**src/iso_tx_irq_pkg.sv**
```systemverilog
package iso_tx_irq_pkg;

  // Number of isochronous transmit contexts
  localparam int unsigned NUM_CTX = 8;

  // Register offsets
  localparam logic [7:0] OFF_EVENT_SET = 8'h90;
  localparam logic [7:0] OFF_EVENT_CLEAR = 8'h94;
  localparam logic [7:0] OFF_MASK_SET = 8'h98;
  localparam logic [7:0] OFF_MASK_CLEAR = 8'h9c;
  localparam logic [7:0] OFF_MAIN_MASK = 8'hb0;
  localparam logic [7:0] OFF_STATUS = 8'hb4;
  localparam logic [7:0] OFF_IRQ_MASK = 8'hb8;

  // Field positions in the main mask register
  localparam int unsigned POS_SUMMARY = 6;
  localparam int unsigned POS_GLOBAL_GATE = 31;

  // Field positions in the local status register
  localparam int unsigned POS_ST_SUMMARY = 0;
  localparam int unsigned POS_ST_PENDING = 1;
  localparam int unsigned NUM_STATUS = 2;

  // Reset values
  localparam logic [7:0] RST_FLAGS = 8'h00;
  localparam logic [7:0] RST_ENABLE = 8'h00;
  localparam logic [31:0] RST_MAIN_MASK = 32'h0000_0000;
  localparam logic [1:0] RST_STATUS = 2'h0;
  localparam logic [1:0] RST_IRQ_MASK = 2'h0;

  // Register bus request
  typedef struct packed {
    logic [7:0] addr;
    logic [31:0] wdata;
    logic wr;
    logic rd;
  } reg_req_t;

endpackage : iso_tx_irq_pkg

```
**src/iso_tx_irq_event_mask.sv**
```systemverilog
// Function
// - Rising edge of a context completion signal sets that context event flag.
// - Write to event set address sets flags where data bit is one.
// - Flags clear only by writing one at the event clear address.
// - Read of event clear address returns flags ANDed with enable mask.
// - Event word bits 31 to 8 read zero and ignore writes.
// - Eight flags at bits 0 to 7, flag n for context n.
// - Enable mask, written by set and clear addresses, gates summary.
// - Read of mask set or clear address returns the enable mask.
// - Mask bit n gates event flag n.
// - Summary drives external interrupt only with main mask bit 6 set.
// - No external interrupt unless global gate bit 31 is one.
module iso_tx_irq_event_mask #(
  parameter int unsigned NUM_CTX = iso_tx_irq_pkg::NUM_CTX
) (
  // Clock, reset, enable
  input wire logic clk,
  input wire logic rstn,
  input wire logic clk_en,
  // Register bus
  input wire iso_tx_irq_pkg::reg_req_t reg_req,
  output logic [31:0] rdata,
  // Context completion signals
  input wire logic [NUM_CTX-1:0] ctx_done,
  // Interrupt outputs
  output logic iso_tx_summary,
  output logic ext_irq,
  output logic irq
);

  ////////////////////////////////////////////////////////////////////////////
  // State
  logic [NUM_CTX-1:0] flags, next_flags;
  logic [NUM_CTX-1:0] enable, next_enable;
  logic [NUM_CTX-1:0] done_q, next_done_q;
  logic [31:0] main_mask, next_main_mask;
  logic [1:0] status, next_status;
  logic [1:0] irq_mask, next_irq_mask;
  logic [31:0] next_rdata;
  logic next_summary, next_ext_irq, next_irq;
  logic [NUM_CTX-1:0] rise, wset, wclr, mset, mclr;
  logic [1:0] st_evt;
  logic main_wr, status_wr, irq_mask_wr;

  // Per-context edge detect and write decode
  for (genvar i = 0; i < NUM_CTX; i++) begin : g_ctx
    assign rise[i] = ctx_done[i] & ~done_q[i];
    assign wset[i] = reg_req.wr && reg_req.addr == iso_tx_irq_pkg::OFF_EVENT_SET &&
                     reg_req.wdata[i];
    assign wclr[i] = reg_req.wr && reg_req.addr == iso_tx_irq_pkg::OFF_EVENT_CLEAR &&
                     reg_req.wdata[i];
    assign mset[i] = reg_req.wr && reg_req.addr == iso_tx_irq_pkg::OFF_MASK_SET &&
                     reg_req.wdata[i];
    assign mclr[i] = reg_req.wr && reg_req.addr == iso_tx_irq_pkg::OFF_MASK_CLEAR &&
                     reg_req.wdata[i];
    // Every context edge lands in its own flag position
    property p_ctx_edge;
      @(posedge clk) disable iff (!rstn)
        (clk_en && rise[i]) |=> flags[i];
    endproperty
    a_ctx_edge: assert property (p_ctx_edge) else $error("context edge lost");
  end

  ////////////////////////////////////////////////////////////////////////////
  // Register decode and next-state logic
  // Writes to the block's own main mask, status and interrupt mask registers
  assign main_wr = reg_req.wr && reg_req.addr == iso_tx_irq_pkg::OFF_MAIN_MASK;
  assign status_wr = reg_req.wr && reg_req.addr == iso_tx_irq_pkg::OFF_STATUS;
  assign irq_mask_wr = reg_req.wr && reg_req.addr == iso_tx_irq_pkg::OFF_IRQ_MASK;

  // Event flags, enable mask and edge detect: next values
  always_comb begin
    next_done_q = ctx_done;
    // Set wins over clear, so an event in the clear cycle is not lost
    next_flags = (flags & ~wclr) | rise | wset;
    next_enable = (enable & ~mclr) | mset;
    next_summary = |(next_flags & next_enable);
  end

  // Event flags, enable mask and edge detect: registers
  always_ff @(posedge clk or negedge rstn) begin
    if (!rstn) begin
      flags <= NUM_CTX'(iso_tx_irq_pkg::RST_FLAGS);
      enable <= NUM_CTX'(iso_tx_irq_pkg::RST_ENABLE);
      // Idle level of the completion inputs, so no false edge after reset
      done_q <= '0;
      iso_tx_summary <= 1'b0;
    end else if (clk_en) begin
      flags <= next_flags;
      enable <= next_enable;
      done_q <= next_done_q;
      iso_tx_summary <= next_summary;
    end
  end

  ////////////////////////////////////////////////////////////////////////////
  // Main mask and external interrupt: next values
  always_comb begin
    next_main_mask = main_mask;
    if (main_wr) begin
      next_main_mask = reg_req.wdata;
    end
    // Summary enable and global gate must both be one
    next_ext_irq = next_summary && next_main_mask[iso_tx_irq_pkg::POS_SUMMARY] &&
                   next_main_mask[iso_tx_irq_pkg::POS_GLOBAL_GATE];
  end

  // Main mask and external interrupt: registers
  always_ff @(posedge clk or negedge rstn) begin
    if (!rstn) begin
      main_mask <= iso_tx_irq_pkg::RST_MAIN_MASK;
      ext_irq <= 1'b0;
    end else if (clk_en) begin
      main_mask <= next_main_mask;
      ext_irq <= next_ext_irq;
    end
  end

  ////////////////////////////////////////////////////////////////////////////
  // Sticky status and interrupt line: next values
  always_comb begin
    // Status events: summary rising, external interrupt rising
    st_evt = 2'h0;
    st_evt[iso_tx_irq_pkg::POS_ST_SUMMARY] = next_summary & ~iso_tx_summary;
    st_evt[iso_tx_irq_pkg::POS_ST_PENDING] = next_ext_irq & ~ext_irq;
    next_status = status;
    if (status_wr) begin
      next_status = status & ~reg_req.wdata[1:0];
    end
    // An event in the clear cycle wins over the clear
    next_status = next_status | st_evt;
    next_irq_mask = irq_mask;
    if (irq_mask_wr) begin
      next_irq_mask = reg_req.wdata[1:0];
    end
    next_irq = |(next_status & next_irq_mask);
  end

  // Sticky status and interrupt line: registers
  always_ff @(posedge clk or negedge rstn) begin
    if (!rstn) begin
      status <= iso_tx_irq_pkg::RST_STATUS;
      irq_mask <= iso_tx_irq_pkg::RST_IRQ_MASK;
      irq <= 1'b0;
    end else if (clk_en) begin
      status <= next_status;
      irq_mask <= next_irq_mask;
      irq <= next_irq;
    end
  end

  ////////////////////////////////////////////////////////////////////////////
  // Read data: next value, zero in every cycle without a read
  always_comb begin
    next_rdata = 32'h0000_0000;
    if (reg_req.rd) begin
      case (reg_req.addr)
        iso_tx_irq_pkg::OFF_EVENT_SET: next_rdata[NUM_CTX-1:0] = flags;
        iso_tx_irq_pkg::OFF_EVENT_CLEAR: next_rdata[NUM_CTX-1:0] = flags & enable;
        iso_tx_irq_pkg::OFF_MASK_SET: next_rdata[NUM_CTX-1:0] = enable;
        iso_tx_irq_pkg::OFF_MASK_CLEAR: next_rdata[NUM_CTX-1:0] = enable;
        iso_tx_irq_pkg::OFF_MAIN_MASK: next_rdata = main_mask;
        iso_tx_irq_pkg::OFF_STATUS: next_rdata[1:0] = status;
        iso_tx_irq_pkg::OFF_IRQ_MASK: next_rdata[1:0] = irq_mask;
        default: next_rdata = 32'h0000_0000;
      endcase
    end
  end

  // Read data register, valid only in the cycle after the read strobe
  always_ff @(posedge clk or negedge rstn) begin
    if (!rstn) begin
      rdata <= 32'h0000_0000;
    end else if (clk_en) begin
      rdata <= next_rdata;
    end
  end

  ////////////////////////////////////////////////////////////////////////////
  // Assertions
  property p_edge_sets;
    @(posedge clk) disable iff (!rstn)
      (clk_en && rise[0]) |=> flags[0];
  endproperty
  a_edge_sets: assert property (p_edge_sets) else $error("edge did not set flag");

  property p_set_write;
    @(posedge clk) disable iff (!rstn)
      (clk_en && wset != '0) |=> ((flags & $past(wset)) == $past(wset));
  endproperty
  a_set_write: assert property (p_set_write) else $error("set write lost");

  property p_sticky;
    @(posedge clk) disable iff (!rstn)
      (clk_en && flags[1] && !wclr[1]) |=> flags[1];
  endproperty
  a_sticky: assert property (p_sticky) else $error("flag cleared without write");

  property p_clear_read;
    @(posedge clk) disable iff (!rstn)
      (clk_en && reg_req.rd && reg_req.addr == iso_tx_irq_pkg::OFF_EVENT_CLEAR) |=>
        rdata == {24'h000000, $past(flags & enable)};
  endproperty
  a_clear_read: assert property (p_clear_read) else $error("masked read wrong");

  property p_reserved;
    @(posedge clk) disable iff (!rstn)
      (clk_en && reg_req.rd && reg_req.addr == iso_tx_irq_pkg::OFF_EVENT_SET) |=>
        rdata[31:8] == 24'h000000;
  endproperty
  a_reserved: assert property (p_reserved) else $error("reserved bits nonzero");

  property p_mask_read;
    @(posedge clk) disable iff (!rstn)
      (clk_en && reg_req.rd && reg_req.addr == iso_tx_irq_pkg::OFF_MASK_CLEAR) |=>
        rdata[7:0] == $past(enable);
  endproperty
  a_mask_read: assert property (p_mask_read) else $error("mask read wrong");

  property p_summary;
    @(posedge clk) disable iff (!rstn)
      iso_tx_summary == |(flags & enable);
  endproperty
  a_summary: assert property (p_summary) else $error("summary wrong");

  property p_gate;
    @(posedge clk) disable iff (!rstn)
      ext_irq |-> (main_mask[iso_tx_irq_pkg::POS_GLOBAL_GATE] &&
                   main_mask[iso_tx_irq_pkg::POS_SUMMARY] && iso_tx_summary);
  endproperty
  a_gate: assert property (p_gate) else $error("irq without gates");

  property p_mask_clr;
    @(posedge clk) disable iff (!rstn)
      (clk_en && mclr[2] && !mset[2]) |=> !enable[2];
  endproperty
  a_mask_clr: assert property (p_mask_clr) else $error("mask clear failed");

  // Whole-word checks of the event flags and enable mask, except the mask set check on bit 2 only
  property p_no_hw_clear;
    @(posedge clk) disable iff (!rstn)
      (clk_en && wclr == '0) |=> ((flags & $past(flags)) == $past(flags));
  endproperty
  a_no_hw_clear: assert property (p_no_hw_clear) else $error("flag lost");

  property p_zero_write;
    @(posedge clk) disable iff (!rstn)
      (clk_en && wset == '0 && wclr == '0 && rise == '0) |=> flags == $past(flags);
  endproperty
  a_zero_write: assert property (p_zero_write) else $error("flags moved");

  property p_mask_hold;
    @(posedge clk) disable iff (!rstn)
      (clk_en && mset == '0 && mclr == '0) |=> enable == $past(enable);
  endproperty
  a_mask_hold: assert property (p_mask_hold) else $error("mask moved");

  property p_mask_set;
    @(posedge clk) disable iff (!rstn)
      (clk_en && mset[2]) |=> enable[2];
  endproperty
  a_mask_set: assert property (p_mask_set) else $error("mask set failed");

  property p_mask_set_read;
    @(posedge clk) disable iff (!rstn)
      (clk_en && reg_req.rd && reg_req.addr == iso_tx_irq_pkg::OFF_MASK_SET) |=>
        rdata == {24'h000000, $past(enable)};
  endproperty
  a_mask_set_read: assert property (p_mask_set_read) else $error("mask read wrong");

  property p_summary_off;
    @(posedge clk) disable iff (!rstn)
      (enable == '0) |-> !iso_tx_summary;
  endproperty
  a_summary_off: assert property (p_summary_off) else $error("summary unmasked");

  // Checks on clock enable, read data and the block's own interrupt registers
  property p_freeze;
    @(posedge clk) disable iff (!rstn)
      !clk_en |=> (flags == $past(flags) && enable == $past(enable) &&
                   status == $past(status) && rdata == $past(rdata));
  endproperty
  a_freeze: assert property (p_freeze) else $error("state moved while frozen");

  property p_idle_rdata;
    @(posedge clk) disable iff (!rstn)
      (clk_en && !reg_req.rd) |=> rdata == 32'h0000_0000;
  endproperty
  a_idle_rdata: assert property (p_idle_rdata) else $error("read data without read");

  property p_status_sets;
    @(posedge clk) disable iff (!rstn)
      (clk_en && st_evt != 2'h0) |=> ((status & $past(st_evt)) == $past(st_evt));
  endproperty
  a_status_sets: assert property (p_status_sets) else $error("status event lost");

  property p_irq_level;
    @(posedge clk) disable iff (!rstn)
      irq == |(status & irq_mask);
  endproperty
  a_irq_level: assert property (p_irq_level) else $error("interrupt line wrong");

  c_edge: cover property (@(posedge clk) disable iff (!rstn) rise[0] ##1 flags[0]);
  c_ext: cover property (@(posedge clk) disable iff (!rstn) ext_irq);
  c_clear: cover property (@(posedge clk) disable iff (!rstn) flags[3] ##1 !flags[3]);
  c_status: cover property (@(posedge clk) disable iff (!rstn) status[1] ##1 irq);
  c_hold: cover property (@(posedge clk) disable iff (!rstn) !clk_en ##1 clk_en);

endmodule : iso_tx_irq_event_mask

```
**config.mk**
```make
export PLATFORM = sky130hd
export DESIGN_NAME = iso_tx_irq_event_mask
export DESIGN_NICKNAME = d
export VERILOG_FILES = /design/src/iso_tx_irq_pkg.sv /design/src/iso_tx_irq_event_mask.sv
export SDC_FILE = /design/constraint.sdc
export NUM_CORES = 1
export LEC_CHECK = 0
export BUFFER_PORTS_ARGS = -buffer_cell sky130_fd_sc_hd__buf_4
export CORE_UTILIZATION = 30
export CTS_CLUSTER_DIAMETER = 40
export DETAILED_ROUTE_END_ITERATION = 7
export GPL_ROUTABILITY_DRIVEN = 1
export PLACE_DENSITY = 0.48
export REMOVE_ABC_BUFFERS = 1
export SYNTH_ARGS = -nofsm -noshare
export SYNTH_HDL_FRONTEND = slang
export SYNTH_SLANG_ARGS = --single-unit
```
**constraint.sdc**
```tcl
create_clock -name clk -period 1.8 [get_ports clk]
set_clock_uncertainty 0.15 [all_clocks]
set_input_delay 0.27 -clock clk [delete_from_list [all_inputs] [get_ports clk]]
set_output_delay 0.27 -clock clk [all_outputs]
set_load 0.02 [all_outputs]
```
Word-level counts from Yosys, hierarchy flattened
Cells that the tools add are included.
Operators by class
  equal/unequal tests: 7
  muxes and demuxes: 7
  bitwise operators: 33
  reduce and logical (&&, ||, !) cells: 45
Operators by type and width (count)
  2-to-1 mux 32 bit: 2
  equality test 8 bit (second input constant): 7
  logical AND 1 bit: 41
  bitwise AND 8 bit: 4
  2-to-1 mux 24 bit: 1
  bitwise OR 8 bit: 3
  case mux 6 bit (4 select lines): 1
  NOT 8 bit: 2
  case mux 2 bit (6 select lines): 1
  bitwise AND 1 bit: 10
  NOT 1 bit: 10
  OR reduction 8 bit: 1
  bitwise AND 2 bit: 2
  2-to-1 mux 2 bit: 2
  OR reduction 2 bit: 2
  NOT 2 bit: 1
  bitwise OR 2 bit: 1
  AND reduction 2 bit: 1
Storage, ports and cells
  bits in registers: 95
  input port bits: 53
  word-level logic and storage cells: 103

Longest topological paths before layout
Gate-level depths: netlist (run 1).
  depth after elaboration: 15
  gate-level depth with buffers: 10

Least setup slack after synthesis (run 1)
No wires, ideal clock.
  path type: input port to flip-flop
  start point: in reg_req[1] (netlist name)
  end point: reg status[0]
  setup time: 0.122 ns
  arrival time: 1.878 ns
  data required time: 1.528 ns
  setup slack: -0.350 ns
  stages on the path: 9
  cells stage by stage: buf_2 nor2b_4 buf_6 and3_1 buf_6 a221oi_1 o22a_2 nand4_4 a32o_1
On the way
  longest elaborated chain between the ends: 10
  elaborated cells between the ends (all ways): 49
Ends and longest elaborated chain
  from (decl): RTL line iso_tx_irq_event_mask.sv:21  | input wire iso_tx_irq_pkg::reg_req_t reg_req,
  logical AND 1 bit (2 in series): RTL line iso_tx_irq_event_mask.sv:50  | assign wclr[i] = reg_req.wr && reg_req.addr == iso_tx_irq_pkg::OFF_EVENT_CLEAR &&
  NOT 8 bit: RTL line iso_tx_irq_event_mask.sv:75  | next_flags = (flags & ~wclr) | rise | wset;
  bitwise AND 8 bit: RTL line iso_tx_irq_event_mask.sv:75
  bitwise OR 8 bit (2 in series): RTL line iso_tx_irq_event_mask.sv:75
  bitwise AND 8 bit: RTL line iso_tx_irq_event_mask.sv:77  | next_summary = |(next_flags & next_enable);
  OR reduction 8 bit: RTL line iso_tx_irq_event_mask.sv:77
  bitwise AND 1 bit: RTL line iso_tx_irq_event_mask.sv:124  | st_evt[iso_tx_irq_pkg::POS_ST_SUMMARY] = next_summary & ~iso_tx_summary;
  bitwise OR 2 bit *: RTL line iso_tx_irq_event_mask.sv:131  | next_status = next_status | st_evt;
  to (signal assigned): RTL line iso_tx_irq_event_mask.sv:142  | status <= iso_tx_irq_pkg::RST_STATUS;
  to (signal assigned): RTL line iso_tx_irq_event_mask.sv:146  | status <= next_status;
  to (decl): RTL line iso_tx_irq_event_mask.sv:37  | logic [1:0] status, next_status;
Mark *: on every way between the ends. The rest lies on a longest branch, timed or not.
A chain may end at the register's enable or synchronous reset.

Final worst setup path (run 1)
  start point: in reg_req[35] (netlist name)
  end point: reg irq
On the way
  longest elaborated chain between the ends: 15
  elaborated cells between the ends (all ways): 65
Ends and longest elaborated chain
  equality test 8 bit: RTL line iso_tx_irq_event_mask.sv:50
  logical AND 1 bit (2 in series): RTL line iso_tx_irq_event_mask.sv:50
  NOT 8 bit: RTL line iso_tx_irq_event_mask.sv:75
  bitwise AND 8 bit: RTL line iso_tx_irq_event_mask.sv:75
  bitwise OR 8 bit (2 in series): RTL line iso_tx_irq_event_mask.sv:75
  bitwise AND 8 bit: RTL line iso_tx_irq_event_mask.sv:77
  OR reduction 8 bit: RTL line iso_tx_irq_event_mask.sv:77
  logical AND 1 bit (2 in series): RTL line iso_tx_irq_event_mask.sv:104  | next_ext_irq = next_summary && next_main_mask[iso_tx_irq_pkg::POS_SUMMARY] &&
  bitwise AND 1 bit: RTL line iso_tx_irq_event_mask.sv:125  | st_evt[iso_tx_irq_pkg::POS_ST_PENDING] = next_ext_irq & ~ext_irq;
  bitwise OR 2 bit: RTL line iso_tx_irq_event_mask.sv:131
  bitwise AND 2 bit *: RTL line iso_tx_irq_event_mask.sv:136  | next_irq = |(next_status & next_irq_mask);
  OR reduction 2 bit *: RTL line iso_tx_irq_event_mask.sv:136
  to (signal assigned): RTL line iso_tx_irq_event_mask.sv:148  | irq <= next_irq;
  to (decl): RTL line iso_tx_irq_event_mask.sv:28  | output logic irq
Marks and branches as above.

==> results of run 1 <==
[power groups by stage]
| stage | clock, mW | sequential (mW) | combinational (mW) |
|---|---|---|---|
| detailed placement | 0 | 2.28 | 0.441 |
| floorplan | 0 | 2.28 | 0.148 |
| CTS | 1.88 | 2.24 | 0.494 |
| global placement | 0 | 2.28 | 0.437 |
| finish | 1.82 | 2.24 | 0.498 |
| global route | 1.96 | 2.25 | 0.542 |
[worst paths after layout]
| path | to | slack (ns) | cells after the start |
|---|---|---|---|
| min in group asynchronous | done_q[1] | 0.36 | 3 |
| max in group asynchronous | ext_irq | 0.73 | 3 |
| hold / removal | main_mask[16] | 0.02 | 2 |
| setup reg to reg | irq | 0.21 | 5 |
| hold reg to reg | rdata[17] | 0.34 | 1 |
| setup / recovery | irq | -0.05 | 9 |
[registers in the layout (all words and copies together), names as in the netlist, 2 cells and up]
name / flops
flags: 8
status: 2
done_q: 8
enable: 8
rdata: 32
main_mask: 32
irq_mask: 2
[cells in the mapped netlist (2+ instances only)]
cell type  instances  area, µm²
dfrtp_1           95       2380
buf_1              2       7.51
nor2b_1            8       50.1
mux2_1             5       56.3
nor2_1            14       52.6
a21oi_1           10       50.1
clkbuf_1           9       33.8
a22o_1            24        210
nand3_1            3       15.0
nor3_2             3       30.0
o2bb2ai_1          8       70.1
buf_2              9       45.0
nor3_1             2       10.0
nand2_1           34        128
mux2i_1            9       90.1
o22a_2             3       30.0
inv_1              4       15.0
buf_6              3       33.8
nor4_1             2       12.5
a221oi_1          10       87.6
mux2_2            44        495
nand4_1           19        119
a222oi_1           8       80.1
o21ai_0            4       20.0
[cells in the final DEF, fill, tap and decap left out, types with 2 or more instances in the layout]
cell type / n
buf_4: 119
dfrtp_1: 95
mux2_2: 44
nand2_1: 34
a22o_1: 24
dlygate4sd3_1: 21
nand4_1: 19
nor2_1: 14
a21oi_1: 10
clkbuf_16: 10
mux2i_1: 9
a222oi_1: 8
o2bb2ai_1: 8
nor2b_1: 8
a221oi_2: 7
mux2_1: 5
buf_6: 5
inv_1: 4
buf_12: 4
nor3_2: 3
a221oi_1: 3
nand3_1: 3
o22a_2: 3
o21ai_0: 3
clkinvlp_4: 3
or4_4: 2
inv_6: 2
buf_8: 2
[stage by stage]
stage / total power [mW] / cell area (µm²) / util / hold slack [ns]
finish: 4.55 / 6130 / 0.436 / 0.0154
global route: 4.75 / 6130 / 0.436 / 0.00140
CTS: 4.62 / 6030 / 0.429 / 0.000730
detailed placement: 2.72 / 5450 / 0.388 / 0.218
global placement: 2.72 / 5450 / 0.388 / 0.212
floorplan: 2.43 / 4240 / - / -0.176
[area by class of cell]
type,instances,area [µm²]
Multi-Input combinational cell,232,1930
Timing Repair Buffer,153,1300
Tap cell,180,225
Inverter,5,18.8
Clock inverter,5,40.0
Clock buffer,10,239
Fill cell,1358,7910
Sequential cell,95,2380
[critical path, delay by kind of cell]
kind	cells	cell delay (ns)
buf+inv	2	0.32
simple gates	3	0.57
compound gates	4	0.76
[timing repair]
action                                  CTS  global route
resized for setup                        19             5
setup buffers                             1             5
endpoints found under the setup margin   42            20
endpoints found under the hold margin   114             1
pin swaps                                10            10
hold buffers                             20             1
gates cloned                              1             1
[per-layer routing]
layer / wire [µm] / share of wire / global-route usage
met3: 455 / 0.037 / 0.0279
met2: 6020 / 0.50 / 0.271
met5: 0 / 0 / 0
met4: 107 / 0.0088 / 0.0671
met1: 5560 / 0.46 / 0.227
[cells by family after synthesis]
logic type	after synthesis	synth area share
flip-flops	95	0.545
buffers and inverters	28	0.0318
AND/OR/NAND/NOR	98	0.131
multiplexers	58	0.147
AO/OA/AOI/OAI	76	0.145
==> flow_summary.yaml, run 1 <==
synth:
  synth-async-reset-ratio: 1.00
  synthFlopType: "dfrtp_1"
  synth_edf_count: 0
  synth_cell_types: 47
  synth_seq_cells: 95
  synth_cells: 355
  ys_warn_count: 0
  avgSynthCellArea_um2: 12.3
  seq_area_frac_synth: 0.545
  synth_area_um2: 4360
cells_and_area:
  layout.cells.non_filler: 680
  antenna_cells: 0
  nets: 549
  layout-drive-gt1-share: 0.438
  syn2layout_area_growth_pct: 40.5
global_routing:
  grt_pass1_vias: 3485
  grt_usage: 0.169
  overflow: 0
  grt_pass1_wl_um: 19000
  antenna_found_initial: 0
  grt_start_max_net_pins: 96
placement:
  port_buffers: 87
  place_congestion: 0.823
  dpl_worst_slack_ns: -0.595
  hpwl_um: 8180
  dp_cells: 636
setup_path:
  r2r_start: "flags[4]"
  cp-end-kind: "flip-flop"
  crit_path_max_incr_delay_ns: 0.30
  slowest_stage: "nor4b_4"
  crit_path_start_kind: "primary input"
  cp_max_fo: 6
  worstPathArrival_ns: 1.92
  crit_chain: "buf_8 > nor4b_4 > buf_2 > nand4_1 > a221oi_2 > o22a_2 > nand4_4 > a22oi_2 > o211ai_1"
  required_ns: 1.86
  cp-startpoint: "reg_req[35]"
  crit_type: "in -> reg"
timing:
  rsz0062_at_grt: "true"
  tightest_slew_ns: 0.726
  setup_violations: 3
  tns_ns: -0.105
  finalMaxSlewViolations: 0
  finalCriticalPeriod_ns: 1.85
  fin_crit_sh: 1.03
  layout_setup_ws_ns: -0.0532
  fmax_mhz: 540
  hold_viol: 0
  maxSlewHeadroom: 0.515
cts:
  htreeDepth: 3
  insertion_delay_ns: 0.34
  cts_tree: "yes"
  numCtsBuffers: 9
  root_buffer: "clkbuf_16"
  clock-sinks: 95
  cts.clk_slew.worst_paths_ns: 0.06
  clk_path_buf_depth: 2
job:
  drv_cap: 0
pwr:
  powerDensity_nw_per_um2: 743
  seq_power_share: 0.492
  p_leak_nw: 2.87
  switchingPower_mw: 1.13
  clkPwrFrac: 0.399
  swShare: 0.247
  combPwrFrac: 0.109
  internal_power_mw: 3.43
  irDropWorstVdd_uv: 409
floorplanning:
  initial_utilization: 0.311
  die_w_um: 123
  boundaryPins: 88
  num_rows: 43
  core_area_um2: 14000
  dieArea_um2: 15000
  die_h_um: 123
drt:
  drt-initial-drc-count: 226
  first_pass_iters: 5
  wl_um: 12100
  drc_errors: 0
  wl_per_cell_um: 17.9
  routed_via_density: 5.11
  vias: 3473
  ant_nets: 0
run_status:
  violations: "negative setup slack"
  outcome: "finished with violations"
worst_hold_path:
  min-delay-start: "reg_req[18]"
  holdCritPathClass: "in -> reg"
No activity file was read; power rests on OpenSTA's default activity.
==> run 2: changes to the inputs <==
--- a/config.mk
+++ b/config.mk
@@ -10,8 +10,10 @@
 export CTS_CLUSTER_DIAMETER = 40
 export DETAILED_ROUTE_END_ITERATION = 7
 export GPL_ROUTABILITY_DRIVEN = 1
+export GPL_TIMING_DRIVEN = 0
 export PLACE_DENSITY = 0.48
 export REMOVE_ABC_BUFFERS = 1
 export SYNTH_ARGS = -nofsm -noshare
 export SYNTH_HDL_FRONTEND = slang
 export SYNTH_SLANG_ARGS = --single-unit
+export TNS_END_PERCENT = 30
==> run 2 against run 1 <==
The run still ends with negative setup slack left. Global-route usage decreased by 0.29 points. Power up 4.0%. Maximum frequency is 5.8% lower. Utilization fell by 0.30 points. Critical endpoint is now status[0]. Largest power group unchanged.
==> flow_summary.yaml, run 2 (synthesis gave the netlist of run 1 again) <==
timing:
  rsz0062_at_grt: "true"
  fin_crit_sh: 1.09
  hold_viol: 0
  setup_violations: 37
  hold-worst-slack_ns: 0.00874
  finalMaxSlewViolations: 0
  layout_setup_ws_ns: -0.167
  tightest_slew_ns: 0.562
  fmax_mhz: 508
  tns_ns: -3.35
  finalCriticalPeriod_ns: 1.97
  maxSlewHeadroom: 0.622
cts:
  clock-sinks: 95
  numCtsBuffers: 9
  insertion_delay_ns: 0.35
  root_buffer: "clkbuf_16"
  clk_path_buf_depth: 2
  htreeDepth: 3
  cts.clk_slew.worst_paths_ns: 0.07
  cts_tree: "yes"
floorplanning:
  core_area_um2: 14000
  dieArea_um2: 15000
  initial_utilization: 0.311
  die_w_um: 123
  num_rows: 43
  die_h_um: 123
  boundaryPins: 88
setup_path:
  r2r-end: "status[0]"
  cp-end-kind: "flip-flop"
  r2r_start: "flags[4]"
  cp_max_fo: 6
  crit_chain: "buf_12 > nor4b_4 > buf_6 > nand4_1 > a221oi_2 > o22a_1 > nand4_4 > a32o_1"
  required_ns: 1.89
  r2r_setup_slack_ns: 0.13
  crit_path_start_kind: "primary input"
  worstRegToRegCells: 4
  slowest_stage: "nor4b_4"
  crit_path_max_incr_delay_ns: 0.36
  path_buf_inv: 2
  worstPathArrival_ns: 2.05
  crit_type: "in -> reg"
  path_delay_family: "compound AO/OA/AOI/OAI gates"
cells_and_area:
  final_cell_mix: "104 x buf_4, 95 x dfrtp_1, 44 x mux2_2"
  design_area_um2: 6090
  layout_commonest_cell: "buf_4"
  nets: 532
  antenna_cells: 0
  layout-drive-gt1-share: 0.428
  syn2layout_area_growth_pct: 39.5
  largestRegisters: "main_mask x32, rdata x32"
  final_util: 0.433
run_status:
  violations: "negative setup slack"
  outcome: "finished with violations"
placement:
  hpwl_um: 7410
  port_buffers: 87
  place_congestion: 0.762
  place_area_um2: 5170
drt:
  drt-initial-drc-count: 248
  drc_errors: 0
  ant_nets: 0
  routed_via_density: 5.21
  wl_per_cell_um: 18.1
  first_pass_iters: 7
  wl_um: 12000
  vias: 3457
global_routing:
  grt_pass1_wl_um: 18500
  overflow: 0
  grt_pass1_vias: 3324
  antenna_found_initial: 0
  grt_start_max_net_pins: 96
  grt_usage: 0.166
pwr:
  powerDensity_nw_per_um2: 778
  p_leak_nw: 2.84
  total_power_mw: 4.74
  irDropWorstVdd_uv: 502
worst_hold_path:
  min_to: "main_mask[12]"
  hold_path_depth: 2
  holdCritPathClass: "in -> reg"
  min-delay-start: "reg_req[14]"
job:
  drv_cap: 0
==> run 2: worst max-delay path by stage <==
stage                startpoint       endpoint  slack (ns)  cells past startpoint
CTS                 reg_req[36]      status[1]       -0.20                      8
finish              reg_req[34]      status[0]       -0.17                      8
global route        reg_req[34]      status[0]       -0.25                      8
detailed placement  reg_req[40]  main_mask[13]       -1.55                      6
global placement    reg_req[40]  main_mask[11]       -2.76                      5
floorplan           reg_req[40]   main_mask[0]       -1.24                      4
==> run 2: layout make-up <==
class / instances / area [µm²]
Clock buffer: 11 / 243
Fill cell: 1318 / 7960
Inverter: 5 / 23.8
Multi-Input combinational cell: 232 / 1980
Sequential cell: 95 / 2380
Tap cell: 180 / 225
Timing Repair Buffer: 136 / 1170
Clock inverter: 5 / 63.8
==> run 2: worst reg2reg max path: cells and delay by family (launching register included) <==
| kind | cells | cell delay, ns |
|---|---|---|
| flip-flops | 1 | 0.40 |
| AND/OR/NAND/NOR | 1 | 0.17 |
| AO/OA/AOI/OAI | 3 | 0.85 |
==> run 2: per-stage QoR <==
stage               cells  setup slack, ns
floorplan             332            -1.24
global placement      599            -2.76
detailed placement    601            -1.55
CTS                   643           -0.197
global route          664           -0.255
finish                664           -0.167
==> run 2: layer usage <==
| layer | track usage | part of all wire | up-vias |
|---|---|---|---|
| met1 | 0.230 | 0.46 | 1737 |
| met3 | 0.0307 | 0.053 | 11 |
| met4 | 0.0694 | 0.014 | 0 |
| met2 | 0.254 | 0.48 | 103 |
| met5 | 0 | 0 | - |
| li1 | - | - | 1606 |
==> run 2: timing repair <==
item                       CTS  global route
resized for setup           18            17
cloned                       0             1
pin swaps                    6            11
hold buffers                19             1
buffers inserted             7            18
hold endpoints to repair    19            95
setup endpoints to repair   87            76
==> run 2: where the power goes <==
group | internal (mW) | leakage (nW) | switching, mW
Clock | 1.13 | 0.147 | 0.876
Combinational | 0.242 | 1.43 | 0.248
Sequential | 2.20 | 1.26 | 0.0416
